--- src/pwg_params.svh ---
// Constants for the six-channel waveform generator: register indexes,
// reset values, field positions and bus codes.
// Assumes inclusion by bare name from every design file that needs it.
`ifndef PWG_PARAMS_SVH
`define PWG_PARAMS_SVH

// Register indexes; the byte address is four times the index.
`define PWG_IDX_INT_FLAGS   10'h095
`define PWG_IDX_CH0_PERIOD  10'h09a
`define PWG_IDX_CH0_DUTY    10'h09b
`define PWG_IDX_CH14_PERIOD 10'h09c
`define PWG_IDX_CH1_DUTY    10'h09d
`define PWG_IDX_CH2_DUTY    10'h09e
`define PWG_IDX_CH3_DUTY    10'h09f
`define PWG_IDX_CLK_CTRL    10'h0ce
`define PWG_IDX_CLK_CTRL5   10'h0cf
`define PWG_IDX_CH4_DUTY    10'h0d4
`define PWG_IDX_CH5_DUTY    10'h0d5
`define PWG_IDX_CH5_PERIOD  10'h0d6
`define PWG_IDX_PIN_ENABLES 10'h0d7

// Reset values.
`define PWG_RST_PERIOD      8'hff
`define PWG_RST_DUTY        8'h80
`define PWG_RST_CLK_CTRL    8'h00
`define PWG_RST_CLK_CTRL5   7'h40
`define PWG_RST_PIN_EN      8'h00

// Field positions.
`define PWG_CH14_CKS_BIT    7
`define PWG_CH14_PSC_HI     6
`define PWG_CH14_PSC_LO     4
`define PWG_CH0_CKS_BIT     3
`define PWG_PSC_HI          2
`define PWG_PSC_LO          0
`define PWG_CH5_CLR_BIT     6
`define PWG_PUMP_BIT        5
`define PWG_SINK_BIT        4
`define PWG_CH5_CKS_BIT     3
`define PWG_FLAG_BIT        3

// Prescaler terminal for code 000 (divide by 128).
`define PWG_PSC_TERM_MAX    7'h7f

// AXI responses.
`define PWG_RESP_OKAY       2'h0
`define PWG_RESP_SLVERR     2'h2

`endif

--- src/pwg_pkg.sv ---
// Types shared by the waveform generator modules.
// Assumes nothing of its surroundings.
package pwg_pkg;
	typedef logic [7:0] pwg_byte_type;
	typedef logic [2:0] pwg_psc_type;
endpackage : pwg_pkg

--- src/pwg_counter.sv ---
// One period counter with its clock source select and prescaler.
// Assumes slow and fast ticks are one-cycle enables synchronous to aclk.
`timescale 1ns/1ps
`include "pwg_params.svh"

module pwg_counter (
	// Clock and reset.
	input  wire logic                  aclk,
	input  wire logic                  aresetn,
	// Clock source ticks.
	input  wire logic                  slow_tick,
	input  wire logic                  fast_tick,
	// Settings.
	input  wire logic                  clk_sel,
	input  wire pwg_pkg::pwg_psc_type  psc,
	input  wire pwg_pkg::pwg_byte_type period,
	input  wire logic                  hold,
	// Counter state.
	output logic [7:0]                 count_ff,
	output logic                       wrap_ff
);

	logic [6:0] pre_ff;
	logic [6:0] term;
	logic       src_tick;
	logic       cnt_tick;

	////////////////////////////////////////////////////////////////////
	// Code 000 divides by 128 and each step halves it down to one.
	assign src_tick = clk_sel ? fast_tick : slow_tick;
	assign term     = `PWG_PSC_TERM_MAX >> psc;
	// Greater-or-equal lets a smaller divisor take effect at once; an
	// equality test would stall until the prescaler rolled over.
	assign cnt_tick = src_tick && (pre_ff >= term);

	// Prescaler; the hold restarts it so the first period is whole.
	always_ff @(posedge aclk) begin
		if (!aresetn || hold) begin
			pre_ff <= 7'h00;
		end else if (cnt_tick) begin
			pre_ff <= 7'h00;
		end else if (src_tick) begin
			pre_ff <= pre_ff + 7'h01;
		end
	end

	// A value N gives N+1 count clocks per period.
	always_ff @(posedge aclk) begin
		if (!aresetn || hold) begin
			count_ff <= 8'h00;
			wrap_ff  <= 1'b0;
		end else if (cnt_tick && (count_ff >= period)) begin
			count_ff <= 8'h00;
			wrap_ff  <= 1'b1;
		end else begin
			count_ff <= cnt_tick ? count_ff + 8'h01 : count_ff;
			wrap_ff  <= 1'b0;
		end
	end
endmodule : pwg_counter

--- src/pwg_top.sv ---
// Six-channel 8-bit waveform generator with an AXI4-Lite register slave.
// Assumes slow and fast clock ticks are one-cycle enables on aclk and
// that isr_entry pulses when the processor enters the channel-5 handler.
//
// Operation
// - Six channels, slow/fast source, divide 1..128.
// - 8-bit period and 8-bit duty registers.
// - Channel 0 drives positive and negative pair.
// - Channel 5 interrupts and wakes the processor.
// - Shared channel 1-4 source: 0 slow, 1 fast.
// - Prescaler code 000 divides 128, 111 by one.
// - Channel 0 own source bit and prescaler.
// - Channel 5 own source bit and prescaler.
// - Channels 1-4 share period, separate duties.
// - Period value N lasts N+1 count clocks.
// - Duty value N is active N clocks.
// - Each enable bit routes one waveform to pin.
// - Period-full flag set; handler entry or write clears.
//
// Design decision made here: the AXI4-Lite register port.
`timescale 1ns/1ps
`include "pwg_params.svh"

module pwg_top (
	// Clock and reset.
	input  wire logic        aclk,
	input  wire logic        aresetn,
	// Write address channel.
	input  wire logic [11:0] s_axi_awaddr,
	input  wire logic        s_axi_awvalid,
	output logic             s_axi_awready,
	// Write data channel.
	input  wire logic [31:0] s_axi_wdata,
	input  wire logic [3:0]  s_axi_wstrb,
	input  wire logic        s_axi_wvalid,
	output logic             s_axi_wready,
	// Write response channel.
	output logic [1:0]       s_axi_bresp,
	output logic             s_axi_bvalid,
	input  wire logic        s_axi_bready,
	// Read address channel.
	input  wire logic [11:0] s_axi_araddr,
	input  wire logic        s_axi_arvalid,
	output logic             s_axi_arready,
	// Read data channel.
	output logic [31:0]      s_axi_rdata,
	output logic [1:0]       s_axi_rresp,
	output logic             s_axi_rvalid,
	input  wire logic        s_axi_rready,
	// Clock source ticks.
	input  wire logic        slow_tick,
	input  wire logic        fast_tick,
	// Processor side of the channel-5 event.
	input  wire logic        isr_entry,
	output logic             ch5_irq,
	output logic             ch5_wake,
	// Pin drive controls.
	output logic             ch0_pump_drive_select,
	output logic             ch1_high_sink_select,
	// Pins: 7 ch5, 6 ch4 B, 5 ch4 A, 4 ch3, 3 ch2, 2 ch1, 1 ch0 pos,
	// 0 ch0 neg.
	output logic [7:0]       pwm_pin_out,
	output logic [7:0]       pwm_pin_oe_n
);

	// Register state.
	pwg_pkg::pwg_byte_type ch0_period_ff;
	pwg_pkg::pwg_byte_type ch1_to_4_period_ff;
	pwg_pkg::pwg_byte_type ch5_period_ff;
	pwg_pkg::pwg_byte_type duty_ff [0:5];
	pwg_pkg::pwg_byte_type clock_control_ff;
	logic [6:0]            clock_control5_ff;
	pwg_pkg::pwg_byte_type pin_enables_ff;
	logic                  ch5_period_full_flag_ff;

	// Bus state.
	logic        bvalid_ff;
	logic [1:0]  bresp_ff;
	logic        rvalid_ff;
	logic [1:0]  rresp_ff;
	logic [31:0] rdata_ff;
	logic        wr_take;
	logic        rd_take;
	logic [9:0]  wr_idx;
	logic [9:0]  rd_idx;
	logic        wr_hit;
	logic        rd_hit;
	logic [7:0]  wbyte;
	logic        wlane;
	logic [7:0]  nxt_rbyte;

	// Channel state.
	logic [7:0]  cnt0;
	logic [7:0]  cnt14;
	logic [7:0]  cnt5;
	logic        wrap5;
	logic [5:0]  wave_ff;
	logic [7:0]  pin_ff;
	logic [7:0]  wave_pins;
	logic        ch5_hold;

	////////////////////////////////////////////////////////////////////
	// Write path. Address and data are taken together in one edge; the
	// slave waits for both rather than buffering one, which costs nothing
	// since the master offers them at once.
	assign wr_take       = s_axi_awvalid && s_axi_wvalid && !bvalid_ff;
	assign s_axi_awready = wr_take;
	assign s_axi_wready  = wr_take;
	assign wr_idx        = s_axi_awaddr[11:2];
	assign wbyte         = s_axi_wdata[7:0];
	assign wlane         = s_axi_wstrb[0];

	// Which indexes hold a register.
	function automatic logic idx_mapped(input logic [9:0] idx);
		idx_mapped = (idx == `PWG_IDX_INT_FLAGS)   ||
			(idx == `PWG_IDX_CH0_PERIOD)  || (idx == `PWG_IDX_CH0_DUTY)  ||
			(idx == `PWG_IDX_CH14_PERIOD) || (idx == `PWG_IDX_CH1_DUTY)  ||
			(idx == `PWG_IDX_CH2_DUTY)    || (idx == `PWG_IDX_CH3_DUTY)  ||
			(idx == `PWG_IDX_CLK_CTRL)    || (idx == `PWG_IDX_CLK_CTRL5) ||
			(idx == `PWG_IDX_CH4_DUTY)    || (idx == `PWG_IDX_CH5_DUTY)  ||
			(idx == `PWG_IDX_CH5_PERIOD)  || (idx == `PWG_IDX_PIN_ENABLES);
	endfunction : idx_mapped

	assign wr_hit = idx_mapped(wr_idx);
	assign rd_hit = idx_mapped(rd_idx);

	// Write response, one cycle after the take, held until bready.
	always_ff @(posedge aclk) begin
		if (!aresetn) begin
			bvalid_ff <= 1'b0;
			bresp_ff  <= `PWG_RESP_OKAY;
		end else if (wr_take) begin
			bvalid_ff <= 1'b1;
			bresp_ff  <= wr_hit ? `PWG_RESP_OKAY : `PWG_RESP_SLVERR;
		end else if (s_axi_bready) begin
			bvalid_ff <= 1'b0;
		end
	end

	assign s_axi_bvalid = bvalid_ff;
	assign s_axi_bresp  = bresp_ff;

	////////////////////////////////////////////////////////////////////
	// Configuration registers; only byte lane 0 carries data.
	always_ff @(posedge aclk) begin
		if (!aresetn) begin
			ch0_period_ff      <= `PWG_RST_PERIOD;
			ch1_to_4_period_ff <= `PWG_RST_PERIOD;
			ch5_period_ff      <= `PWG_RST_PERIOD;
			clock_control_ff   <= `PWG_RST_CLK_CTRL;
			clock_control5_ff  <= `PWG_RST_CLK_CTRL5;
			pin_enables_ff     <= `PWG_RST_PIN_EN;
		end else if (wr_take && wlane) begin
			if (wr_idx == `PWG_IDX_CH0_PERIOD) begin
				ch0_period_ff <= wbyte;
			end else if (wr_idx == `PWG_IDX_CH14_PERIOD) begin
				ch1_to_4_period_ff <= wbyte;
			end else if (wr_idx == `PWG_IDX_CH5_PERIOD) begin
				ch5_period_ff <= wbyte;
			end else if (wr_idx == `PWG_IDX_CLK_CTRL) begin
				clock_control_ff <= wbyte;
			end else if (wr_idx == `PWG_IDX_CLK_CTRL5) begin
				clock_control5_ff <= wbyte[6:0];
			end else if (wr_idx == `PWG_IDX_PIN_ENABLES) begin
				pin_enables_ff <= wbyte;
			end
		end
	end

	// Duty registers, one per channel.
	genvar gi;
	generate
		for (gi = 0; gi < 6; gi = gi + 1) begin : g_duty
			logic [9:0] duty_idx;
			assign duty_idx = (gi == 0) ? `PWG_IDX_CH0_DUTY :
				(gi == 1) ? `PWG_IDX_CH1_DUTY :
				(gi == 2) ? `PWG_IDX_CH2_DUTY :
				(gi == 3) ? `PWG_IDX_CH3_DUTY :
				(gi == 4) ? `PWG_IDX_CH4_DUTY : `PWG_IDX_CH5_DUTY;
			always_ff @(posedge aclk) begin
				if (!aresetn) begin
					duty_ff[gi] <= `PWG_RST_DUTY;
				end else if (wr_take && wlane && (wr_idx == duty_idx)) begin
					duty_ff[gi] <= wbyte;
				end
			end
		end
	endgenerate

	////////////////////////////////////////////////////////////////////
	// Period-full flag. Writing the flags register with its bit at zero
	// clears it, so F7h clears only this flag; a wrap in the same cycle
	// as either clear still sets it.
	always_ff @(posedge aclk) begin
		if (!aresetn) begin
			ch5_period_full_flag_ff <= 1'b0;
		end else if (wrap5) begin
			ch5_period_full_flag_ff <= 1'b1;
		end else if (isr_entry) begin
			ch5_period_full_flag_ff <= 1'b0;
		end else if (wr_take && wlane && (wr_idx == `PWG_IDX_INT_FLAGS) &&
			!wbyte[`PWG_FLAG_BIT]) begin
			ch5_period_full_flag_ff <= 1'b0;
		end
	end

	// The flag raises the request and wakes the processor from idle.
	assign ch5_irq  = ch5_period_full_flag_ff;
	assign ch5_wake = ch5_period_full_flag_ff;

	////////////////////////////////////////////////////////////////////
	// Read path; unmapped addresses read zero with SLVERR.
	assign rd_take       = s_axi_arvalid && !rvalid_ff;
	assign s_axi_arready = !rvalid_ff;
	assign rd_idx        = s_axi_araddr[11:2];

	always_comb begin
		nxt_rbyte = 8'h00;
		if (rd_idx == `PWG_IDX_INT_FLAGS) begin
			nxt_rbyte[`PWG_FLAG_BIT] = ch5_period_full_flag_ff;
		end else if (rd_idx == `PWG_IDX_CH0_PERIOD) begin
			nxt_rbyte = ch0_period_ff;
		end else if (rd_idx == `PWG_IDX_CH0_DUTY) begin
			nxt_rbyte = duty_ff[0];
		end else if (rd_idx == `PWG_IDX_CH14_PERIOD) begin
			nxt_rbyte = ch1_to_4_period_ff;
		end else if (rd_idx == `PWG_IDX_CH1_DUTY) begin
			nxt_rbyte = duty_ff[1];
		end else if (rd_idx == `PWG_IDX_CH2_DUTY) begin
			nxt_rbyte = duty_ff[2];
		end else if (rd_idx == `PWG_IDX_CH3_DUTY) begin
			nxt_rbyte = duty_ff[3];
		end else if (rd_idx == `PWG_IDX_CLK_CTRL) begin
			nxt_rbyte = clock_control_ff;
		end else if (rd_idx == `PWG_IDX_CLK_CTRL5) begin
			nxt_rbyte = {1'b0, clock_control5_ff};
		end else if (rd_idx == `PWG_IDX_CH4_DUTY) begin
			nxt_rbyte = duty_ff[4];
		end else if (rd_idx == `PWG_IDX_CH5_DUTY) begin
			nxt_rbyte = duty_ff[5];
		end else if (rd_idx == `PWG_IDX_CH5_PERIOD) begin
			nxt_rbyte = ch5_period_ff;
		end else if (rd_idx == `PWG_IDX_PIN_ENABLES) begin
			nxt_rbyte = pin_enables_ff;
		end
	end

	// Read answer, one cycle after the take, held until rready.
	always_ff @(posedge aclk) begin
		if (!aresetn) begin
			rvalid_ff <= 1'b0;
			rresp_ff  <= `PWG_RESP_OKAY;
			rdata_ff  <= 32'h0000_0000;
		end else if (rd_take) begin
			rvalid_ff <= 1'b1;
			rresp_ff  <= rd_hit ? `PWG_RESP_OKAY : `PWG_RESP_SLVERR;
			rdata_ff  <= {24'h00_0000, nxt_rbyte};
		end else if (s_axi_rready) begin
			rvalid_ff <= 1'b0;
		end
	end

	assign s_axi_rvalid = rvalid_ff;
	assign s_axi_rresp  = rresp_ff;
	assign s_axi_rdata  = rdata_ff;

	////////////////////////////////////////////////////////////////////
	// Three counter groups: channel 0, the shared 1-4 group, channel 5.
	assign ch5_hold = clock_control5_ff[`PWG_CH5_CLR_BIT];

	pwg_counter u_cnt0 (
		.aclk      (aclk),
		.aresetn   (aresetn),
		.slow_tick (slow_tick),
		.fast_tick (fast_tick),
		.clk_sel   (clock_control_ff[`PWG_CH0_CKS_BIT]),
		.psc       (clock_control_ff[`PWG_PSC_HI:`PWG_PSC_LO]),
		.period    (ch0_period_ff),
		.hold      (1'b0),
		.count_ff  (cnt0),
		.wrap_ff   ()
	);

	pwg_counter u_cnt14 (
		.aclk      (aclk),
		.aresetn   (aresetn),
		.slow_tick (slow_tick),
		.fast_tick (fast_tick),
		.clk_sel   (clock_control_ff[`PWG_CH14_CKS_BIT]),
		.psc       (clock_control_ff[`PWG_CH14_PSC_HI:`PWG_CH14_PSC_LO]),
		.period    (ch1_to_4_period_ff),
		.hold      (1'b0),
		.count_ff  (cnt14),
		.wrap_ff   ()
	);

	pwg_counter u_cnt5 (
		.aclk      (aclk),
		.aresetn   (aresetn),
		.slow_tick (slow_tick),
		.fast_tick (fast_tick),
		.clk_sel   (clock_control5_ff[`PWG_CH5_CKS_BIT]),
		.psc       (clock_control5_ff[`PWG_PSC_HI:`PWG_PSC_LO]),
		.period    (ch5_period_ff),
		.hold      (ch5_hold),
		.count_ff  (cnt5),
		.wrap_ff   (wrap5)
	);

	// Each channel is active while its count is below its duty.
	generate
		for (gi = 0; gi < 6; gi = gi + 1) begin : g_wave
			logic [7:0] cnt_sel;
			assign cnt_sel = (gi == 0) ? cnt0 : (gi == 5) ? cnt5 : cnt14;
			always_ff @(posedge aclk) begin
				if (!aresetn) begin
					wave_ff[gi] <= 1'b0;
				end else begin
					wave_ff[gi] <= cnt_sel < duty_ff[gi];
				end
			end
		end
	endgenerate

	////////////////////////////////////////////////////////////////////
	// Pin routing; the negative pin of channel 0 is the complement.
	assign wave_pins = {wave_ff[5], wave_ff[4], wave_ff[4], wave_ff[3],
		wave_ff[2], wave_ff[1], wave_ff[0], !wave_ff[0]};

	// A disabled pin is released and its data held low.
	always_ff @(posedge aclk) begin
		if (!aresetn) begin
			pin_ff <= 8'h00;
		end else begin
			pin_ff <= wave_pins & pin_enables_ff;
		end
	end

	assign pwm_pin_out  = pin_ff;
	assign pwm_pin_oe_n = ~pin_enables_ff;

	// Drive strength selects go straight to the pad drivers.
	assign ch0_pump_drive_select = clock_control5_ff[`PWG_PUMP_BIT];
	assign ch1_high_sink_select  = clock_control5_ff[`PWG_SINK_BIT];
endmodule : pwg_top

--- config.mk ---
export PLATFORM = sky130hd
export DESIGN_NAME = pwg_top
export DESIGN_NICKNAME = d
export VERILOG_FILES = /design/src/pwg_pkg.sv /design/src/pwg_counter.sv /design/src/pwg_top.sv
export VERILOG_INCLUDE_DIRS = /design/src
export SDC_FILE = /design/constraint.sdc
export NUM_CORES = 1
export LEC_CHECK = 0
export BUFFER_PORTS_ARGS = -buffer_cell sky130_fd_sc_hd__buf_2
export CAP_MARGIN = 20
export CELL_PAD_IN_SITES_DETAIL_PLACEMENT = 0
export CELL_PAD_IN_SITES_GLOBAL_PLACEMENT = 1
export CORE_UTILIZATION = 48
export CTS_CLUSTER_DIAMETER = 100
export DETAILED_ROUTE_END_ITERATION = 6
export PLACE_DENSITY_LB_ADDON = 0.1
export SYNTH_ARGS = -nofsm -noshare
export SYNTH_HDL_FRONTEND = slang
export SYNTH_SLANG_ARGS = --single-unit
--- constraint.sdc ---
create_clock -name aclk -period 5.6 [get_ports aclk]
set_clock_uncertainty 0.2 [all_clocks]
set_input_delay 1.12 -clock aclk [delete_from_list [all_inputs] [get_ports aclk]]
set_output_delay 1.12 -clock aclk [all_outputs]
set_load 0.01 [all_outputs]
==> results by stage <==
Setup path:
- The delay of the slowest critical-path stage is 870 ps.
- Traced cell by cell, the critical path runs through buf_2 > nor2b_1 > a22oi_1 > o22ai_1 > a22oi_1 > a2111oi_0 > o22ai_1.
- For the worst setup path, the data required time is 5670 ps.
- The launching element of the worst setup path is s_axi_araddr[3].
- The worst register-to-register path begins at clock_control_ff[6].
- The nature of the critical path startpoint is an input pin.
- The critical path is of the in -> reg type.
- The setup slack of the most critical reg-to-reg path is 2300 ps.
- The cell count of the worst reg-to-reg path is 9.
- The slowest stage of the critical path is the sky130_fd_sc_hd__a2111oi_0 cell.
- The data arrival time at the worst-slack endpoint is 3640 ps.
- In this run the worst path has a maximum fanout of 33.
- STA classifies the critical path endpoint as a flip-flop.
- The endpoint identified for the worst register-to-register timing path is u_cnt14.count_ff[7].

Finish:
- Leaving out fill and tap cells, the most frequent cell in the layout is sky130_fd_sc_hd__dfxtp_1.
- After the last flow step, the layout net total stands at 1311.
- The total inserted antenna cells is 0.
- The non-filler instance count after layout is 1431.
- The top cell types in the final layout, fill and taps aside, are 120 x sky130_fd_sc_hd__dfxtp_1, 93 x sky130_fd_sc_hd__ha_1, 88 x sky130_fd_sc_hd__nand2_1, 84 x sky130_fd_sc_hd__inv_1, 82 x sky130_fd_sc_hd__nor2_1.
- Of the cells placed in the final design, the portion with a size suffix greater than 1 is 0.126.
- Compared with the post-synthesis result, the final layout area differs by 10.4%.

Worst hold path:
- In this run the most critical hold path is launched from u_cnt5.wrap_ff.
- The worst hold path belongs to the class reg -> reg.
- The number of cells on the worst hold path is 1.
- The end point of the worst hold path is ch5_irq.

Global routing:
- The number of global-route vias before repair is 7508.
- The largest net degree at the start of global routing is 41.
- The first global-routing pass estimated 42100 um of wire.
- The combined global-route utilization of all metal layers is 0.257.
- The initial antenna violation count is 0.
- Global routing finished with a remaining overflow of 0.

Pwr:
- In this run the power spent charging and discharging nets is 0.645 mW.
- Summed over all cells, the static leakage comes to 5.25 nW.
- The register share of total power is 0.492.
- The worst ir drop on vdd is 0.196 mV.
- The total power per unit cell area is 236 nW/um2.
- Cell internal power was estimated by the tool at 1.97 mW.
- The share of total power in combinational logic is 0.070.
- Of the total power, the share spent switching nets is 0.247.
- The clock share of power is 0.438.

Detailed routing:
- The via count of the routed design is 8070.
- The total routed wirelength is 27000 um.
- The detail route stage leaves a number of antenna-violating nets equal to 0.
- The detailed router's first-iteration violation count is 540.
- The number of DRC violations after detailed routing is 0.
- In the final routed layout, each cell accounts on average for 18.9 um.
- The count of TritonRoute iterations in the first routing pass is 5.
- The average vias per placed instance is 5.64.

Clock network:
- The number of levels the H-tree was split into is 4.
- After clock tree synthesis, the setup repair step added 0 buffers.
- After clock tree synthesis, the clock-pin slew on the worst setup and hold paths is 70 ps.
- The longest clock path from root to sink contains 2 buffers.
- The TritonCTS clock tree is built.
- For this design, the CTS-stage hold fixing added 0 buffers.
- The source-to-sink clock delay at the later pin of the worst-skew pair is 420 ps.
- Once the clock tree was built, the resizer swapped 0 gates to a different size.
- The TritonCTS buffer count is 17.
- The count of clock tree sinks is 168.
- The cell sitting at the root of the clock tree is a sky130_fd_sc_hd__clkbuf_16.

Yosys:
- Of the total synthesized cell area, the portion taken by AND, OR, NAND and NOR gates is 0.205.
- The area fraction in compound gates after synthesis is 0.129.
- The synthesized design spends more area on one cell type than any other, namely sky130_fd_sc_hd__dfxtp_1.
- Synthesis produced a netlist whose cell count is 1089.
- The count of cell types in the netlist is 70.
- The mapped netlist covers 10000 um2.
- Of all flip-flops after synthesis, the portion carrying an async set or reset was 0.
- The top cell type's share of synthesized area is 0.239.
- Of the total synthesized cell area, the portion taken by full adders, half adders and majority gates is 0.116.
- Ranked by total cell area, the synthesized netlist is headed by sky130_fd_sc_hd__dfxtp_1 24%, sky130_fd_sc_hd__edfxtp_1 14%, sky130_fd_sc_hd__ha_1 12%.
- The register bit count reported by yosys is 168.
- Yosys printed 0 warnings.
- By area, the combinational part of the netlist is dominated by simple AND/OR/NAND/NOR gates.
- The XOR/XNOR share of the synthesized area is 0.0331.
- In the synthesized netlist the dominant register cell turns out to be sky130_fd_sc_hd__dfxtp_1.
- The multiplexer fraction of the synthesized cell area is 0.0644.
- Dividing the synthesized area by the synthesized cell count gives 9.22 um2.
- In this run, synthesis inferred 48 flip-flops with an integrated enable.
- Of the synthesized area, sequential elements account for 0.383.

STA:
- Setup violations remaining at the end of the flow were counted as 0.
- The normalized max-slew margin is 0.321.
- The final number of max-transition violations is 0.
- At the pin with the least slew margin, the transition time is 1010 ps.
- The total negative setup slack is 0 ps.
- Setup repair after global routing left no endpoint under its margin.
- The final hold violation count is 0.
- The share of the cycle needed by the critical path after routing is 0.638.
- For this run, the top clock speed supported by timing is 0.280 GHz.
- The shortest clock period the worst path allows after layout is 3570 ps.

Run status:
- The run finished with clean final reports.

Placement:
- The final weighted congestion of routability-driven global placement is 0.888.
- In this run the tool buffered the top-level ports with 73 buffer cells.
- The number of placed instances, taps included, is 1394.
- The sum of net half-perimeters after detailed placement is 20100 um.

Die:
- In this run the horizontal extent of the chip is 147 um.
- The die covers 21500 um2.
- The area inside the core boundary is 20400 um2.
- The vertical extent of the die is 147 um.
- The initial standard-cell utilization of the core is 0.493.
- During I/O placement, the number of pins put on the boundary was 131.
- The placement row count is 52.

Run:
- The number of maximum-capacitance constraint violations is 0.
==> registers in the layout (all words and copies together), names as in the netlist, 8 cells and up <==
register	cells
ch0_period_ff	8
pin_enables_ff	8
s_axi_rdata	8
pwm_pin_out	8
u_cnt5.count_ff	8
u_cnt14.count_ff	8
ch5_period_ff	8
ch1_to_4_period_ff	8
clock_control_ff	8
u_cnt0.count_ff	8
duty_ff	48
==> critical path, delay by kind of cell <==
family | cells | cell delay, ps
buffers and inverters | 1 | 530
AND/OR/NAND/NOR | 1 | 420
AO/OA/AOI/OAI | 5 | 1560
==> cell usage after synthesis (all sizes together), types with 10 or more instances <==
cell and number:
edfxtp 48, dfxtp 120, nand3 41, buf 38, nand4 15, a21oi 26, nand2b 19, xnor2 13
o22ai 13, ha 93, and3 18, xor2 25, or3 10, nor4 10, inv 85, clkbuf 29
and2 51, a31oi 10, mux2i 41, a22oi 20, o21a 12, nand2 89, o21ai 40, nor2 85
a21o 29, a211oi 11
==> power by group through the flow <==
stage	clock, mW	sequential, mW	combinational [mW]
floorplan	0	1.30	0.128
global placement	0	1.31	0.179
detailed placement	0	1.31	0.180
CTS	1.16	1.28	0.181
global route	1.21	1.29	0.201
finish	1.14	1.28	0.184
==> final cells by class <==
cell class                      instances  area (um2)
Tap cell                              270         338
Clock inverter                         14         119
Multi-Input combinational cell        794        5600
Sequential cell                       168        3840
Fill cell                            1908        9280
Timing Repair Buffer                   82         423
Clock buffer                           18         450
Inverter                               85         319
==> kinds of logic after synthesis <==
group,count (synthesis)
AOI/OAI and AO/OA,193
xor gates and xnor gates,38
adders and majority gates,93
buffers and inverters,152
DFF,168
muxes,55
other,1
and+or+nand+nor,389
==> how the worst max path moves through the flow <==
| stage | end | slack [ps] | depth (start not counted) |
|---|---|---|---|
| floorplan | duty_ff[1][0] | 2150 | 5 |
| global placement | duty_ff[1][1] | 1550 | 6 |
| detailed placement | duty_ff[1][3] | 1450 | 6 |
| CTS | duty_ff[1][2] | 1890 | 6 |
| global route | s_axi_rdata[5] | 1920 | 7 |
| finish | s_axi_rdata[6] | 2030 | 7 |
==> metal layers <==
metal / track usage / wire length, um
met1: 0.360 / 13200
met2: 0.408 / 12000
met3: 0.0341 / 1310
met4: 0.0828 / 465
met5: 0 / 0
==> stage by stage <==
step | cell area [um2] | worst slack, ps | util | hold slack (ps) | total power, mW
5_1_grt | 11100 | 1920 | 0.545 | 265 | 2.70
3_5_place_dp | 10500 | 1450 | 0.515 | 233 | 1.49
6_report | 11100 | 2030 | 0.545 | 251 | 2.61
3_3_place_gp | 10500 | 1550 | 0.515 | 229 | 1.49
2_1_floorplan | 10100 | 2150 | - | 190 | 1.43
4_1_cts | 11100 | 1890 | 0.543 | 250 | 2.63
Note: power is estimated with default switching activity, not from simulation.
